File: config.mk
export PLATFORM = sky130hd
export DESIGN_NAME = nco_output_stage
export DESIGN_NICKNAME = d
export VERILOG_FILES = /design/src/rtl/nco_output_stage.v
export VERILOG_INCLUDE_DIRS = /design/src /design/src/rtl
export SDC_FILE = /design/constraint.sdc
export NUM_CORES = 1
export LEC_CHECK = 0
export BUFFER_PORTS_ARGS = -buffer_cell sky130_fd_sc_hd__buf_2
export CAP_MARGIN = 40
export CORE_ASPECT_RATIO = 1.5
export CORE_MARGIN = 5
export CORE_UTILIZATION = 52
export DETAILED_ROUTE_END_ITERATION = 7
export PLACE_DENSITY = 0.81
export SYNTH_ARGS = -nofsm -noshare
export SYNTH_HDL_FRONTEND = slang
export SYNTH_SLANG_ARGS = --single-unit
File: constraint.sdc
create_clock -name sys_clk_i -period 3.1 [get_ports sys_clk_i]
set_clock_uncertainty 0.05 [all_clocks]
set_input_delay 0.31 -clock sys_clk_i [delete_from_list [all_inputs] [get_ports sys_clk_i]]
set_output_delay 0.31 -clock sys_clk_i [all_outputs]
set_load 0.01 [all_outputs]
File: src/rtl/nco_regs.vh
// Register map, field positions, widths, encodings and reset values of the
// oscillator output stage. Assumes inclusion by its bare name.
`ifndef NCO_REGS_VH
`define NCO_REGS_VH

// ****************************************************************
// Register byte offsets
// ****************************************************************
`define NCO_OFS_CTRL 12'h000
`define NCO_OFS_CLK 12'h004
`define NCO_OFS_INC 12'h008
`define NCO_OFS_ACC 12'h00C
`define NCO_OFS_IFLAG 12'h010
`define NCO_OFS_IEN 12'h014
`define NCO_OFS_ICTL 12'h018
`define NCO_OFS_APF 12'h01C

// ****************************************************************
// Field positions
// ****************************************************************
`define NCO_CTRL_EN 7
`define NCO_CTRL_OUT 5
`define NCO_CTRL_POL 4
`define NCO_CTRL_PFM 0
`define NCO_CLK_PWS_HI 7
`define NCO_CLK_PWS_LO 5
`define NCO_CLK_SRC_HI 1
`define NCO_CLK_SRC_LO 0
`define NCO_CLK_DIV_HI 15
`define NCO_CLK_DIV_LO 8
`define NCO_IFLAG_OVF 0
`define NCO_IEN_OVF 0
`define NCO_ICTL_GIE 7
`define NCO_ICTL_PERIPHERAL_IRQ_ENABLE 6
`define NCO_APF_SEL 0

// ****************************************************************
// Widths, encodings, reset values
// ****************************************************************
`define NCO_ACC_W 20
`define NCO_INC_W 16
`define NCO_SRC_HFOSC 2'h0
`define NCO_RST_ZERO 32'h0000_0000
`define NCO_PW_CNT_W 8

`endif

File: src/rtl/nco_output_stage.v
// Oscillator output stage: accumulator, mode logic, polarity, flag and
// enables, pin routing, all behind an AHB-Lite slave.
// Assumes one 250 MHz clock; the source clock is an enable from a divider.
// Sleep and source select come from same-clock logic, so they are not
// synchronised.
`timescale 1ns/10ps
`default_nettype none
`include "nco_regs.vh"

module nco_output_stage (
    input wire sys_clk_i, // 250 MHz clock
    input wire rst_n_i, // Async reset, active low
    input wire hsel_i, // Slave select
    input wire [11:0] haddr_i, // Byte address
    input wire [1:0] htrans_i, // Transfer type
    input wire hwrite_i, // Write when high
    input wire [2:0] hsize_i, // Transfer size
    input wire [31:0] hwdata_i, // Write data
    input wire hready_i, // Bus ready
    output reg [31:0] hrdata_o, // Read data
    output reg hreadyout_o, // Slave ready
    output reg hresp_o, // Always OKAY
    input wire sleep_i, // Core is asleep
    output reg hfosc_keep_o, // Keep fast oscillator on
    output reg cpu_irq_o, // Interrupt request to core
    output reg clc_out_o, // Output to logic cell
    output reg cwg_out_o, // Output to waveform generator
    output reg pin_dflt_o, // Default pin data
    output reg pin_dflt_oe_n_o, // Default pin enable, low drives
    output reg pin_alt_o, // Alternate pin data
    output reg pin_alt_oe_n_o // Alternate pin enable, low drives
);

    // ****************************************************************
    // Register state
    // ****************************************************************
    // Software-visible fields, all zero after reset
    reg oscillator_enable_r;
    reg output_polarity_r;
    reg pulse_freq_mode_sel_r;
    reg [2:0] pulse_width_sel_r;
    reg [1:0] clk_src_sel_r;
    reg [7:0] clk_div_r;
    reg [`NCO_INC_W-1:0] inc_r;
    reg [`NCO_ACC_W-1:0] acc_r;
    reg overflow_irq_flag_r;
    reg overflow_irq_enable_r;
    reg global_irq_enable_r;
    reg peripheral_irq_enable_r;
    reg alt_pin_sel_r;

    // Datapath state
    reg [7:0] div_cnt_r;
    reg src_tick_r;
    reg fdc_q_r;
    reg pf_q_r;
    // Pulse counter covers the longest width, 128 ticks
    reg [`NCO_PW_CNT_W-1:0] pw_cnt_r;
    reg out_pol_r;

    // Bus data phase capture
    // Address of a write is held for its data phase
    reg wr_pend_r;
    reg [11:0] wr_addr_r;

    // ****************************************************************
    // Helpers
    // ****************************************************************
    // Width field n gives 2**n source periods
    function [`NCO_PW_CNT_W-1:0] pw_len;
        input [2:0] sel;
        begin
            pw_len = 8'h01 << sel;
        end
    endfunction

    // Word address of a byte address; the two low bits never select
    function [11:0] word_addr;
        input [11:0] a;
        begin
            word_addr = {a[11:2], 2'b00};
        end
    endfunction

    // Write in its data phase hitting one word; all state is passed in
    // so that continuous assignments see every change
    function wr_hit;
        input pend;
        input [11:0] at;
        input [11:0] a;
        begin
            wr_hit = pend & (at == a);
        end
    endfunction

    // Read mux, looked up in the address phase: a read right after a
    // write to the same word returns the old value
    function [31:0] reg_read;
        input [11:0] a;
        begin
            // Only mapped fields are driven; every other bit reads zero
            reg_read = `NCO_RST_ZERO;
            case (a)
                `NCO_OFS_CTRL: begin
                    reg_read[`NCO_CTRL_EN] = oscillator_enable_r;
                    reg_read[`NCO_CTRL_OUT] = out_pol_r;
                    reg_read[`NCO_CTRL_POL] = output_polarity_r;
                    reg_read[`NCO_CTRL_PFM] = pulse_freq_mode_sel_r;
                end
                `NCO_OFS_CLK: begin
                    reg_read[`NCO_CLK_PWS_HI:`NCO_CLK_PWS_LO] =
                        pulse_width_sel_r;
                    reg_read[`NCO_CLK_SRC_HI:`NCO_CLK_SRC_LO] =
                        clk_src_sel_r;
                    reg_read[`NCO_CLK_DIV_HI:`NCO_CLK_DIV_LO] = clk_div_r;
                end
                `NCO_OFS_INC: reg_read[`NCO_INC_W-1:0] = inc_r;
                `NCO_OFS_ACC: reg_read[`NCO_ACC_W-1:0] = acc_r;
                `NCO_OFS_IFLAG:
                    reg_read[`NCO_IFLAG_OVF] = overflow_irq_flag_r;
                `NCO_OFS_IEN:
                    reg_read[`NCO_IEN_OVF] = overflow_irq_enable_r;
                `NCO_OFS_ICTL: begin
                    reg_read[`NCO_ICTL_GIE] = global_irq_enable_r;
                    reg_read[`NCO_ICTL_PERIPHERAL_IRQ_ENABLE] = peripheral_irq_enable_r;
                end
                `NCO_OFS_APF: reg_read[`NCO_APF_SEL] = alt_pin_sel_r;
                default: reg_read = `NCO_RST_ZERO;
            endcase
        end
    endfunction

    // ****************************************************************
    // Combinational next values
    // ****************************************************************
    // Address phase taken when selected and ready
    wire bus_take = hsel_i & htrans_i[1] & hready_i;
    wire wr_ctrl = wr_hit(wr_pend_r, wr_addr_r, `NCO_OFS_CTRL);
    wire wr_iflag = wr_hit(wr_pend_r, wr_addr_r, `NCO_OFS_IFLAG);
    // One spare bit keeps the carry of the addition
    wire [`NCO_ACC_W:0] acc_sum =
        {1'b0, acc_r} + {{(`NCO_ACC_W+1-`NCO_INC_W){1'b0}}, inc_r};
    // Carry out of the top bit marks a wrap
    wire wrap = oscillator_enable_r & src_tick_r & acc_sum[`NCO_ACC_W];
    // The polarity being written counts in its own data phase, so the
    // output and the flag move at the same edge
    wire pol_nxt = wr_ctrl ? hwdata_i[`NCO_CTRL_POL] : output_polarity_r;
    wire pol_flip = wr_ctrl & (pol_nxt != output_polarity_r);
    // Next values of the shapers, built in the process below
    reg raw_nxt;
    reg fdc_nxt;
    reg pf_nxt;
    reg [`NCO_PW_CNT_W-1:0] pw_cnt_nxt;

    // Mode logic on source ticks; disabled module idles inactive
    always @* begin
        fdc_nxt = fdc_q_r;
        pf_nxt = pf_q_r;
        pw_cnt_nxt = pw_cnt_r;
        // Disabling clears the shapers so a new start begins inactive
        if (!oscillator_enable_r) begin
            fdc_nxt = 1'b0;
            pf_nxt = 1'b0;
            pw_cnt_nxt = 8'h00;
        end else if (src_tick_r) begin
            // Width is taken at the wrap; a change mid-pulse waits
            // A width longer than the wrap spacing restarts every wrap
            if (wrap) begin
                fdc_nxt = ~fdc_q_r;
                pf_nxt = 1'b1;
                pw_cnt_nxt = pw_len(pulse_width_sel_r) - 8'h01;
            end else if (pw_cnt_r != 8'h00) begin
                pw_cnt_nxt = pw_cnt_r - 8'h01;
            end else begin
                pf_nxt = 1'b0;
            end
        end
        // Mode select chooses between the two shapers
        if (pulse_freq_mode_sel_r) begin
            raw_nxt = pf_nxt;
        end else begin
            raw_nxt = fdc_nxt;
        end
    end

    // Polarity as the last stage, using the polarity being written
    wire out_nxt = raw_nxt ^ pol_nxt;

    // ****************************************************************
    // Source clock divider: one-cycle enable every clk_div+1 cycles
    // ****************************************************************
    // A divider of zero ticks every cycle; one lowered below the
    // running count ticks at once
    always @(posedge sys_clk_i or negedge rst_n_i) begin
        if (!rst_n_i) begin
            div_cnt_r <= 8'h00;
            src_tick_r <= 1'b0;
        end else if (div_cnt_r >= clk_div_r) begin
            div_cnt_r <= 8'h00;
            src_tick_r <= 1'b1;
        end else begin
            div_cnt_r <= div_cnt_r + 8'h01;
            src_tick_r <= 1'b0;
        end
    end

    // ****************************************************************
    // Accumulator and output shaping
    // ****************************************************************
    // Sleep is not looked at: the stage runs on its own source
    always @(posedge sys_clk_i or negedge rst_n_i) begin
        if (!rst_n_i) begin
            acc_r <= {`NCO_ACC_W{1'b0}};
            fdc_q_r <= 1'b0;
            pf_q_r <= 1'b0;
            pw_cnt_r <= 8'h00;
            out_pol_r <= 1'b0;
        end else begin
            // A software load of the accumulator wins over the addition
            if (wr_hit(wr_pend_r, wr_addr_r, `NCO_OFS_ACC)) begin
                acc_r <= hwdata_i[`NCO_ACC_W-1:0];
            end else if (oscillator_enable_r & src_tick_r) begin
                acc_r <= acc_sum[`NCO_ACC_W-1:0];
            end
            fdc_q_r <= fdc_nxt;
            pf_q_r <= pf_nxt;
            pw_cnt_r <= pw_cnt_nxt;
            out_pol_r <= out_nxt;
        end
    end

    // ****************************************************************
    // AHB-Lite slave: zero wait, read data fetched in address phase
    // ****************************************************************
    // No wait states: ready rises on the first edge after reset
    always @(posedge sys_clk_i or negedge rst_n_i) begin
        if (!rst_n_i) begin
            wr_pend_r <= 1'b0;
            wr_addr_r <= 12'h000;
            hrdata_o <= `NCO_RST_ZERO;
            hreadyout_o <= 1'b0;
            hresp_o <= 1'b0;
        end else begin
            hreadyout_o <= 1'b1;
            hresp_o <= 1'b0;
            wr_pend_r <= bus_take & hwrite_i;
            if (bus_take) begin
                wr_addr_r <= word_addr(haddr_i);
            end
            if (bus_take & ~hwrite_i) begin
                hrdata_o <= reg_read(word_addr(haddr_i));
            end
        end
    end

    // Register writes in the data phase; all clear to zero on reset
    always @(posedge sys_clk_i or negedge rst_n_i) begin
        if (!rst_n_i) begin
            oscillator_enable_r <= 1'b0;
            output_polarity_r <= 1'b0;
            pulse_freq_mode_sel_r <= 1'b0;
            pulse_width_sel_r <= 3'h0;
            clk_src_sel_r <= 2'h0;
            clk_div_r <= 8'h00;
            inc_r <= {`NCO_INC_W{1'b0}};
            overflow_irq_enable_r <= 1'b0;
            global_irq_enable_r <= 1'b0;
            peripheral_irq_enable_r <= 1'b0;
            alt_pin_sel_r <= 1'b0;
        end else if (wr_pend_r) begin
            case (wr_addr_r)
                `NCO_OFS_CTRL: begin
                    // Bit 5 is read-only, so a write to it is dropped
                    oscillator_enable_r <= hwdata_i[`NCO_CTRL_EN];
                    output_polarity_r <= hwdata_i[`NCO_CTRL_POL];
                    pulse_freq_mode_sel_r <= hwdata_i[`NCO_CTRL_PFM];
                end
                `NCO_OFS_CLK: begin
                    // Source bits only steer the oscillator keep-alive
                    pulse_width_sel_r <=
                        hwdata_i[`NCO_CLK_PWS_HI:`NCO_CLK_PWS_LO];
                    clk_src_sel_r <=
                        hwdata_i[`NCO_CLK_SRC_HI:`NCO_CLK_SRC_LO];
                    clk_div_r <= hwdata_i[`NCO_CLK_DIV_HI:`NCO_CLK_DIV_LO];
                end
                `NCO_OFS_INC: inc_r <= hwdata_i[`NCO_INC_W-1:0];
                `NCO_OFS_IEN:
                    overflow_irq_enable_r <= hwdata_i[`NCO_IEN_OVF];
                `NCO_OFS_ICTL: begin
                    global_irq_enable_r <= hwdata_i[`NCO_ICTL_GIE];
                    peripheral_irq_enable_r <= hwdata_i[`NCO_ICTL_PERIPHERAL_IRQ_ENABLE];
                end
                `NCO_OFS_APF: alt_pin_sel_r <= hwdata_i[`NCO_APF_SEL];
                default: ;
            endcase
        end
    end

    // ****************************************************************
    // Overflow flag: set wins over a software clear
    // ****************************************************************
    // Wrap is already in this clock's domain, one tick per wrap
    // A polarity change with the overflow enable set raises it too
    always @(posedge sys_clk_i or negedge rst_n_i) begin
        if (!rst_n_i) begin
            overflow_irq_flag_r <= 1'b0;
        end else if (wrap | (pol_flip & overflow_irq_enable_r)) begin
            overflow_irq_flag_r <= 1'b1;
        end else if (wr_iflag) begin
            overflow_irq_flag_r <= hwdata_i[`NCO_IFLAG_OVF];
        end
    end

    // ****************************************************************
    // Outputs: irq gating, routing, pins, oscillator keep-alive
    // ****************************************************************
    always @(posedge sys_clk_i or negedge rst_n_i) begin
        if (!rst_n_i) begin
            cpu_irq_o <= 1'b0;
            clc_out_o <= 1'b0;
            cwg_out_o <= 1'b0;
            pin_dflt_o <= 1'b0;
            pin_dflt_oe_n_o <= 1'b1;
            pin_alt_o <= 1'b0;
            pin_alt_oe_n_o <= 1'b1;
            hfosc_keep_o <= 1'b0;
        end else begin
            // Request trails the flag by one cycle
            cpu_irq_o <= overflow_irq_flag_r & oscillator_enable_r &
                overflow_irq_enable_r & peripheral_irq_enable_r &
                global_irq_enable_r;
            // Both taps carry the same level
            clc_out_o <= out_nxt;
            cwg_out_o <= out_nxt;
            // Only the selected location drives, and only while enabled; the other floats
            pin_dflt_o <= out_nxt;
            pin_alt_o <= out_nxt;
            pin_dflt_oe_n_o <= alt_pin_sel_r | ~oscillator_enable_r;
            pin_alt_oe_n_o <= ~alt_pin_sel_r | ~oscillator_enable_r;
            // Fast oscillator held only while asleep and enabled on it
            hfosc_keep_o <= sleep_i & oscillator_enable_r &
                (clk_src_sel_r == `NCO_SRC_HFOSC);
        end
    end

endmodule // nco_output_stage
`default_nettype wire

==> results of run 1 <==
metrics by stage:
stage / utilization [%] / setup slack (ns) / TNS (ns) / power [mW]
2_1_floorplan: - / -0.0756 / -0.0924 / 2.44
3_3_place_gp: 59.4 / -0.0957 / -0.129 / 2.74
3_5_place_dp: 59.4 / -0.161 / -0.367 / 2.81
4_1_cts: 65.2 / -0.0282 / -0.0282 / 4.83
5_1_grt: 66.2 / -0.166 / -0.402 / 5.09
6_report: 66.2 / -0.0990 / -0.206 / 4.87
final cells by class:
type / count / area (um2) / share of cell area [%]
Timing Repair Buffer: 128 / 820 / 10.3
Clock inverter: 6 / 105 / 1.32
Multi-Input combinational cell: 497 / 3450 / 43.4
Inverter: 14 / 52.6 / 0.661
Clock buffer: 26 / 499 / 6.28
Tap cell: 153 / 191 / 2.41
Sequential cell: 113 / 2830 / 35.6
cell families after synthesis:
group,Yosys count,synth area share [%]
muxes,68,12.0
adders and majority gates,27,5.40
AOI/OAI and AO/OA,149,14.3
other,2,0.117
buffers and inverters,58,4.44
DFF,113,44.2
and+or+nand+nor,214,16.1
xor gates and xnor gates,25,3.42
routing by layer:
metal / vias to the layer above / routed length (um) / global-route usage, %
met2: 209 / 9690 / 44.9
met3: 62 / 749 / 4.94
li1: 2546 / - / -
met5: - / 0 / 0
met1: 2718 / 6240 / 25.0
met4: 0 / 769 / 11.7
registers in the layout, summed over array words and instances, names as in the netlist, 2 cells and up:
register / cells
acc_r: 20
clk_div_r: 8
clk_src_sel_r: 2
div_cnt_r: 8
hrdata_o: 20
inc_r: 16
pulse_width_sel_r: 3
pw_cnt_r: 8
wr_addr_r: 10
power groups by stage:
stage,clock (mW),combinational [mW],sequential [mW]
2_1_floorplan,0,0.656,1.78
3_3_place_gp,0,0.918,1.83
3_5_place_dp,0,0.967,1.84
4_1_cts,2.00,0.999,1.83
5_1_grt,2.07,1.16,1.86
6_report,1.99,1.04,1.84
critical path, stage by stage (launching register included):
cell	delay, ns
dfrtp_1	0.41
ha_4	0.17
fa_2	0.22
a211oi_2	0.08
o211a_1	0.23
or4_4	0.46
a21oi_4	0.18
nand2_4	0.11
nor4b_4	0.24
a21oi_2	0.08
ha_4	0.19
buf_6	0.12
xnor2_1	0.11
a31oi_1	0.17
o32ai_1	0.10
a31o_1	0.18
cell usage after synthesis (4+ instances only):
cell type | instances | share of area [%]
a211oi_1 | 4 | 0.47
a21o_1 | 6 | 0.70
a21oi_1 | 57 | 4.5
and3_1 | 10 | 0.98
buf_1 | 4 | 0.23
buf_4 | 17 | 2.0
clkbuf_1 | 21 | 1.2
dfrtp_1 | 111 | 43
ha_1 | 26 | 5.1
inv_1 | 14 | 0.82
mux2_2 | 48 | 8.5
mux2i_1 | 18 | 2.8
nand2_1 | 63 | 3.7
nand2b_1 | 6 | 0.59
nand3_1 | 18 | 1.4
nand4_1 | 4 | 0.39
nor2_1 | 67 | 3.9
nor3_1 | 17 | 1.3
nor4_1 | 4 | 0.39
o21a_1 | 7 | 0.82
o21ai_0 | 33 | 2.6
o21ai_1 | 5 | 0.39
o31ai_1 | 5 | 0.59
xnor2_1 | 18 | 2.5
xor2_1 | 7 | 0.96
final timing paths:
check	end	slack (ns)	cells past startpoint
setup / recovery	pw_cnt_r[6]	-0.1	15
max in group asynchronous	acc_r[14]	1.79	3
setup reg to reg	pw_cnt_r[6]	-0.1	15
hold reg to reg	pin_alt_oe_n_o	0.40	1
min in group asynchronous	wr_addr_r[5]	0.45	2
hold / removal	acc_r[2]	0.09	3
repair_timing:
action | in CTS | in global routing
pin swaps | 1 | 1
setup buffers | 2 | 10
hold buffers | 1 | 0
gates resized for setup | 9 | 8
hold endpoints to repair | 52 | 0
endpoints found under the setup margin | 3 | 3
==> impl_metrics.csv, run 1 <==
group,metric,value,unit
status,outcome,"finished with violations",
status,violations,"negative setup slack",
global_routing,grt_first_pass_wirelength,27900,um
place,portBuffers,65,
timing,drv_slew,0,
synthesis,syn_area,0.00640,mm2
floorplan,die_x,101,um
layout,nNetsFinal,853,
global_routing,grt_max_degree,60,
clocking,cts-root-buf,"clkbuf_16",
timing,worst_slew_margin_rel,48.8,%
floorplan,die-area,0.0147,mm2
critical_path,r2r-start,"inc_r[0]",
clocking,cts.path.max_buffers,2,
critical_path,start_kind,"flop",
drt,drc_errors,0,
min_path,min_path_type,"input pin to flop",
min_path,min_from,"hwdata_i[2]",
layout,instances_no_fill,937,
layout,final_common_cell,"dfrtp_1",
drt,firstDrtPassIters,5,
drt,ant_nets,0,
global_routing,track_usage,24.1,%
drt,drtIter0Drc,284,
synthesis,ys_types,66,
power,switching_share,27.7,%
power,irDropWorstVdd,0.417,mV
layout,final.fill_count,956,
synthesis,async_flop_share,100,%
place,gp_congestion,0.892,
timing,final-hold-violation-count,0,
critical_path,critPathRequiredTime,3.35,ns
power,clkPwrFrac,41.0,%
critical_path,path_class,"flop to flop",
timing,setup_viol,3,
clocking,cts.sinks,113,
critical_path,critical_path.endpoint_type,"flop",
timing,grt_setup_unrepaired,"true",
timing,max_freq,0.313,GHz
floorplan,pin_count,97,
layout,n_antenna_cell,0,
place,dpl_cell_area,0.00714,mm2
global_routing,grt_pass1_vias,5797,
synthesis,avgSynthCellArea,9.75,um2
drt,via_per_inst,5.91,
global_routing,grt_overflow_total,0,
clocking,clk_pin_slew,0.05,ns
drt,routed-via-count,5535,
floorplan,dieHeight,146,um
synthesis,ys_ff_latch,113,
critical_path,crit_path_start,"inc_r[0]",
timing,whs,0.0924,ns
flow_run,maxCapViolCount,0,
floorplan,rows,49,
synthesis,yosysWarningCount,0,
layout,drive_gt1_share,29.6,%
timing,period_needed,3.20,ns
critical_path,crit_fanout,6,
power,power_density,612,mW/mm2
synthesis,ys.flop_type,"dfrtp_1",
drt,totalWireLength,17400,um
place,hpwlAfterDp,12100,um
power,p_int,3.52,mW
timing,tightest_slew,0.766,ns
power,p_leak,3.78,nW
timing,final.setup.worst_slack,-0.0990,ns
layout,final_cell_mix,"dfrtp_1 (111), nor2_1 (66), buf_2 (64)",
clocking,h-tree-depth,4,
drt,wl_per_cell,18.6,um
synthesis,syn-instance-count,656,
clocking,insertion_delay,0.41,ns
power,combPwrFrac,21.3,%
layout,design_area,0.00795,mm2
critical_path,arrival,3.45,ns
layout,syn2layout_area_growth,24.3,%
power,seqPwrFrac,37.7,%
floorplan,core,0.0120,mm2
floorplan,start_util,53.2,%
synthesis,synth_edf_count,0,
power,power_switching,1.35,mW
timing,fin_crit_sh,103,%
synthesis,synth-seq-area-share,44.2,%
global_routing,antenna_found_initial,0,
clocking,cts-buffers-inserted,17,
clocking,tritoncts,"done",
place,place_inst,892,
Power figures use the tool's default switching activity.
==> run 2, diff against run 1 <==
--- a/config.mk
+++ b/config.mk
@@ -10,9 +10,9 @@
 export CAP_MARGIN = 40
 export CORE_ASPECT_RATIO = 1.5
 export CORE_MARGIN = 5
-export CORE_UTILIZATION = 52
+export CORE_UTILIZATION = 35
 export DETAILED_ROUTE_END_ITERATION = 7
-export PLACE_DENSITY = 0.81
+export RECOVER_POWER = 50
 export SYNTH_ARGS = -nofsm -noshare
 export SYNTH_HDL_FRONTEND = slang
 export SYNTH_SLANG_ARGS = --single-unit
==> run 2 against run 1 <==
Net effect: count of clock-buffer cells in the layout decreased by 2; maximum frequency grew 0.32%; first-iteration DRC count down 36%; critical path depth is the same; sequential cell count is the same; sequential share of layout area down 0.80 points; the flow finishes with violations (max-capacitance violations, max-slew violations, negative setup slack); cell area grew 2.3%; core utilization is 21 points lower.
==> impl_metrics.csv, run 2 (synthesis gave the netlist of run 1 again) <==
group,metric,value,unit
layout,top_regs,"acc_r x20, hrdata_o x20, inc_r x16",
critical_path,path_class,"flop to flop",
critical_path,critPathRequiredTime,3.36,ns
layout,syn2layout_area_growth,27.2,%
clocking,tritoncts,"done",
place,gp_congestion,0.870,
drt,totalWireLength,17000,um
power,power,5.17,mW
layout,nNetsFinal,857,
floorplan,die-area,0.0211,mm2
timing,worst_slew_margin_rel,-6.11,%
timing,tns,-0.120,ns
layout,design_area,0.00814,mm2
timing,grt_setup_unrepaired,"true",
drt,drtIter0Drc,182,
floorplan,start_util,35.6,%
timing,fin_crit_sh,103,%
place,place_inst,964,
timing,final.setup.worst_slack,-0.0887,ns
global_routing,grt_first_pass_wirelength,27800,um
power,power_density,636,mW/mm2
critical_path,start_kind,"flop",
global_routing,antenna_found_initial,0,
floorplan,die_x,120,um
drt,firstDrtPassIters,4,
status,outcome,"finished with violations",
floorplan,dieHeight,176,um
timing,drv_slew,111,
global_routing,grt_max_degree,111,
floorplan,pin_count,97,
place,portBuffers,65,
layout,final_cell_mix,"dfrtp_1 (111), nor2_1 (66), buf_2 (64), buf_4 (64), nand2_1 (63)",
floorplan,core,0.0179,mm2
timing,tightest_slew,1.59,ns
global_routing,grt_overflow_total,0,
layout,n_antenna_cell,0,
clocking,clk_pin_slew,0.06,ns
drt,wl_per_cell,16.9,um
floorplan,rows,60,
critical_path,r2r-start,"acc_r[0]",
clocking,cts.path.max_buffers,2,
min_path,min_path_type,"input pin to flop",
clocking,cts-root-buf,"clkbuf_16",
critical_path,crit_fanout,6,
timing,max_freq,0.314,GHz
drt,routed-via-count,5274,
min_path,min_from,"hwdata_i[2]",
critical_path,crit_path_start,"acc_r[0]",
power,irDropWorstVdd,0.315,mV
timing,whs,0.0741,ns
clocking,cts-buffers-inserted,17,
layout,instances_no_fill,1005,
global_routing,track_usage,16.8,%
place,hpwlAfterDp,12300,um
timing,setup_viol,2,
clocking,cts.sinks,113,
critical_path,arrival,3.44,ns
global_routing,grt_pass1_vias,5590,
place,dpl_cell_area,0.00728,mm2
critical_path,critical_path.endpoint_type,"flop",
drt,ant_nets,0,
timing,period_needed,3.19,ns
clocking,h-tree-depth,4,
drt,drc_errors,0,
place,post-place-ws,-0.117,ns
power,p_leak,3.84,nW
layout,fin_util,45.3,%
status,violations,"max-capacitance violations, max-slew violations, negative setup slack",
layout,drive_gt1_share,30.3,%
layout,final_common_cell,"dfrtp_1",
clocking,insertion_delay,0.42,ns
flow_run,maxCapViolCount,1,
drt,via_per_inst,5.25,
timing,final-hold-violation-count,0,
run 2: area by class of cell:
type                       count  area (um2)
clock inverter                 8         195
multi-input combinational    497        3440
tap                          217         272
inverter                      14        52.6
clock buffer                  24         512
fill                        1699        9810
timing repair buffer         132         833
sequential                   113        2830
run 2: final timing paths:
check	slack, ns	depth (start not counted)	end
min in group asynchronous	0.20	2	hrdata_o[12]
setup reg to reg	-0.09	15	pw_cnt_r[6]
hold / removal	0.07	3	acc_r[2]
setup / recovery	-0.09	15	pw_cnt_r[6]
max in group asynchronous	0.91	3	hrdata_o[14]
hold reg to reg	0.39	1	pin_alt_oe_n_o
run 2: report_power, final:
part           switching, mW  internal [mW]
Sequential             0.160           1.65
Clock                  0.699           1.64
Combinational          0.499          0.531
Total                   1.36           3.81
run 2: routing by layer:
layer	vias up	part of all wire, %	GRT usage, %
li1	2557	-	-
met1	2590	37	16.8
met2	92	57	32.5
met3	35	3.0	3.61
met4	0	3.0	7.47
met5	-	0	0
run 2: repair_timing:
item	in CTS	in global routing
gates resized for setup	13	4
hold buffers	1	0
endpoints found under the hold margin	3	0
setup buffers	5	3
gates cloned	0	0
pin swaps	3	4
setup endpoints to repair	3	3
run 2: critical path, stage by stage (launching register included):
cell and delay, ns:
dfrtp_1 0.39, ha_4 0.16, fa_2 0.23, a211oi_4 0.07
o211a_1 0.23, or4_4 0.45, a21oi_4 0.19, nand2_4 0.11
nor4b_4 0.24, a21oi_2 0.07, ha_4 0.19, buf_6 0.12
nor3b_1 0.12, a31oi_1 0.15, o32ai_1 0.10, a31o_1 0.18
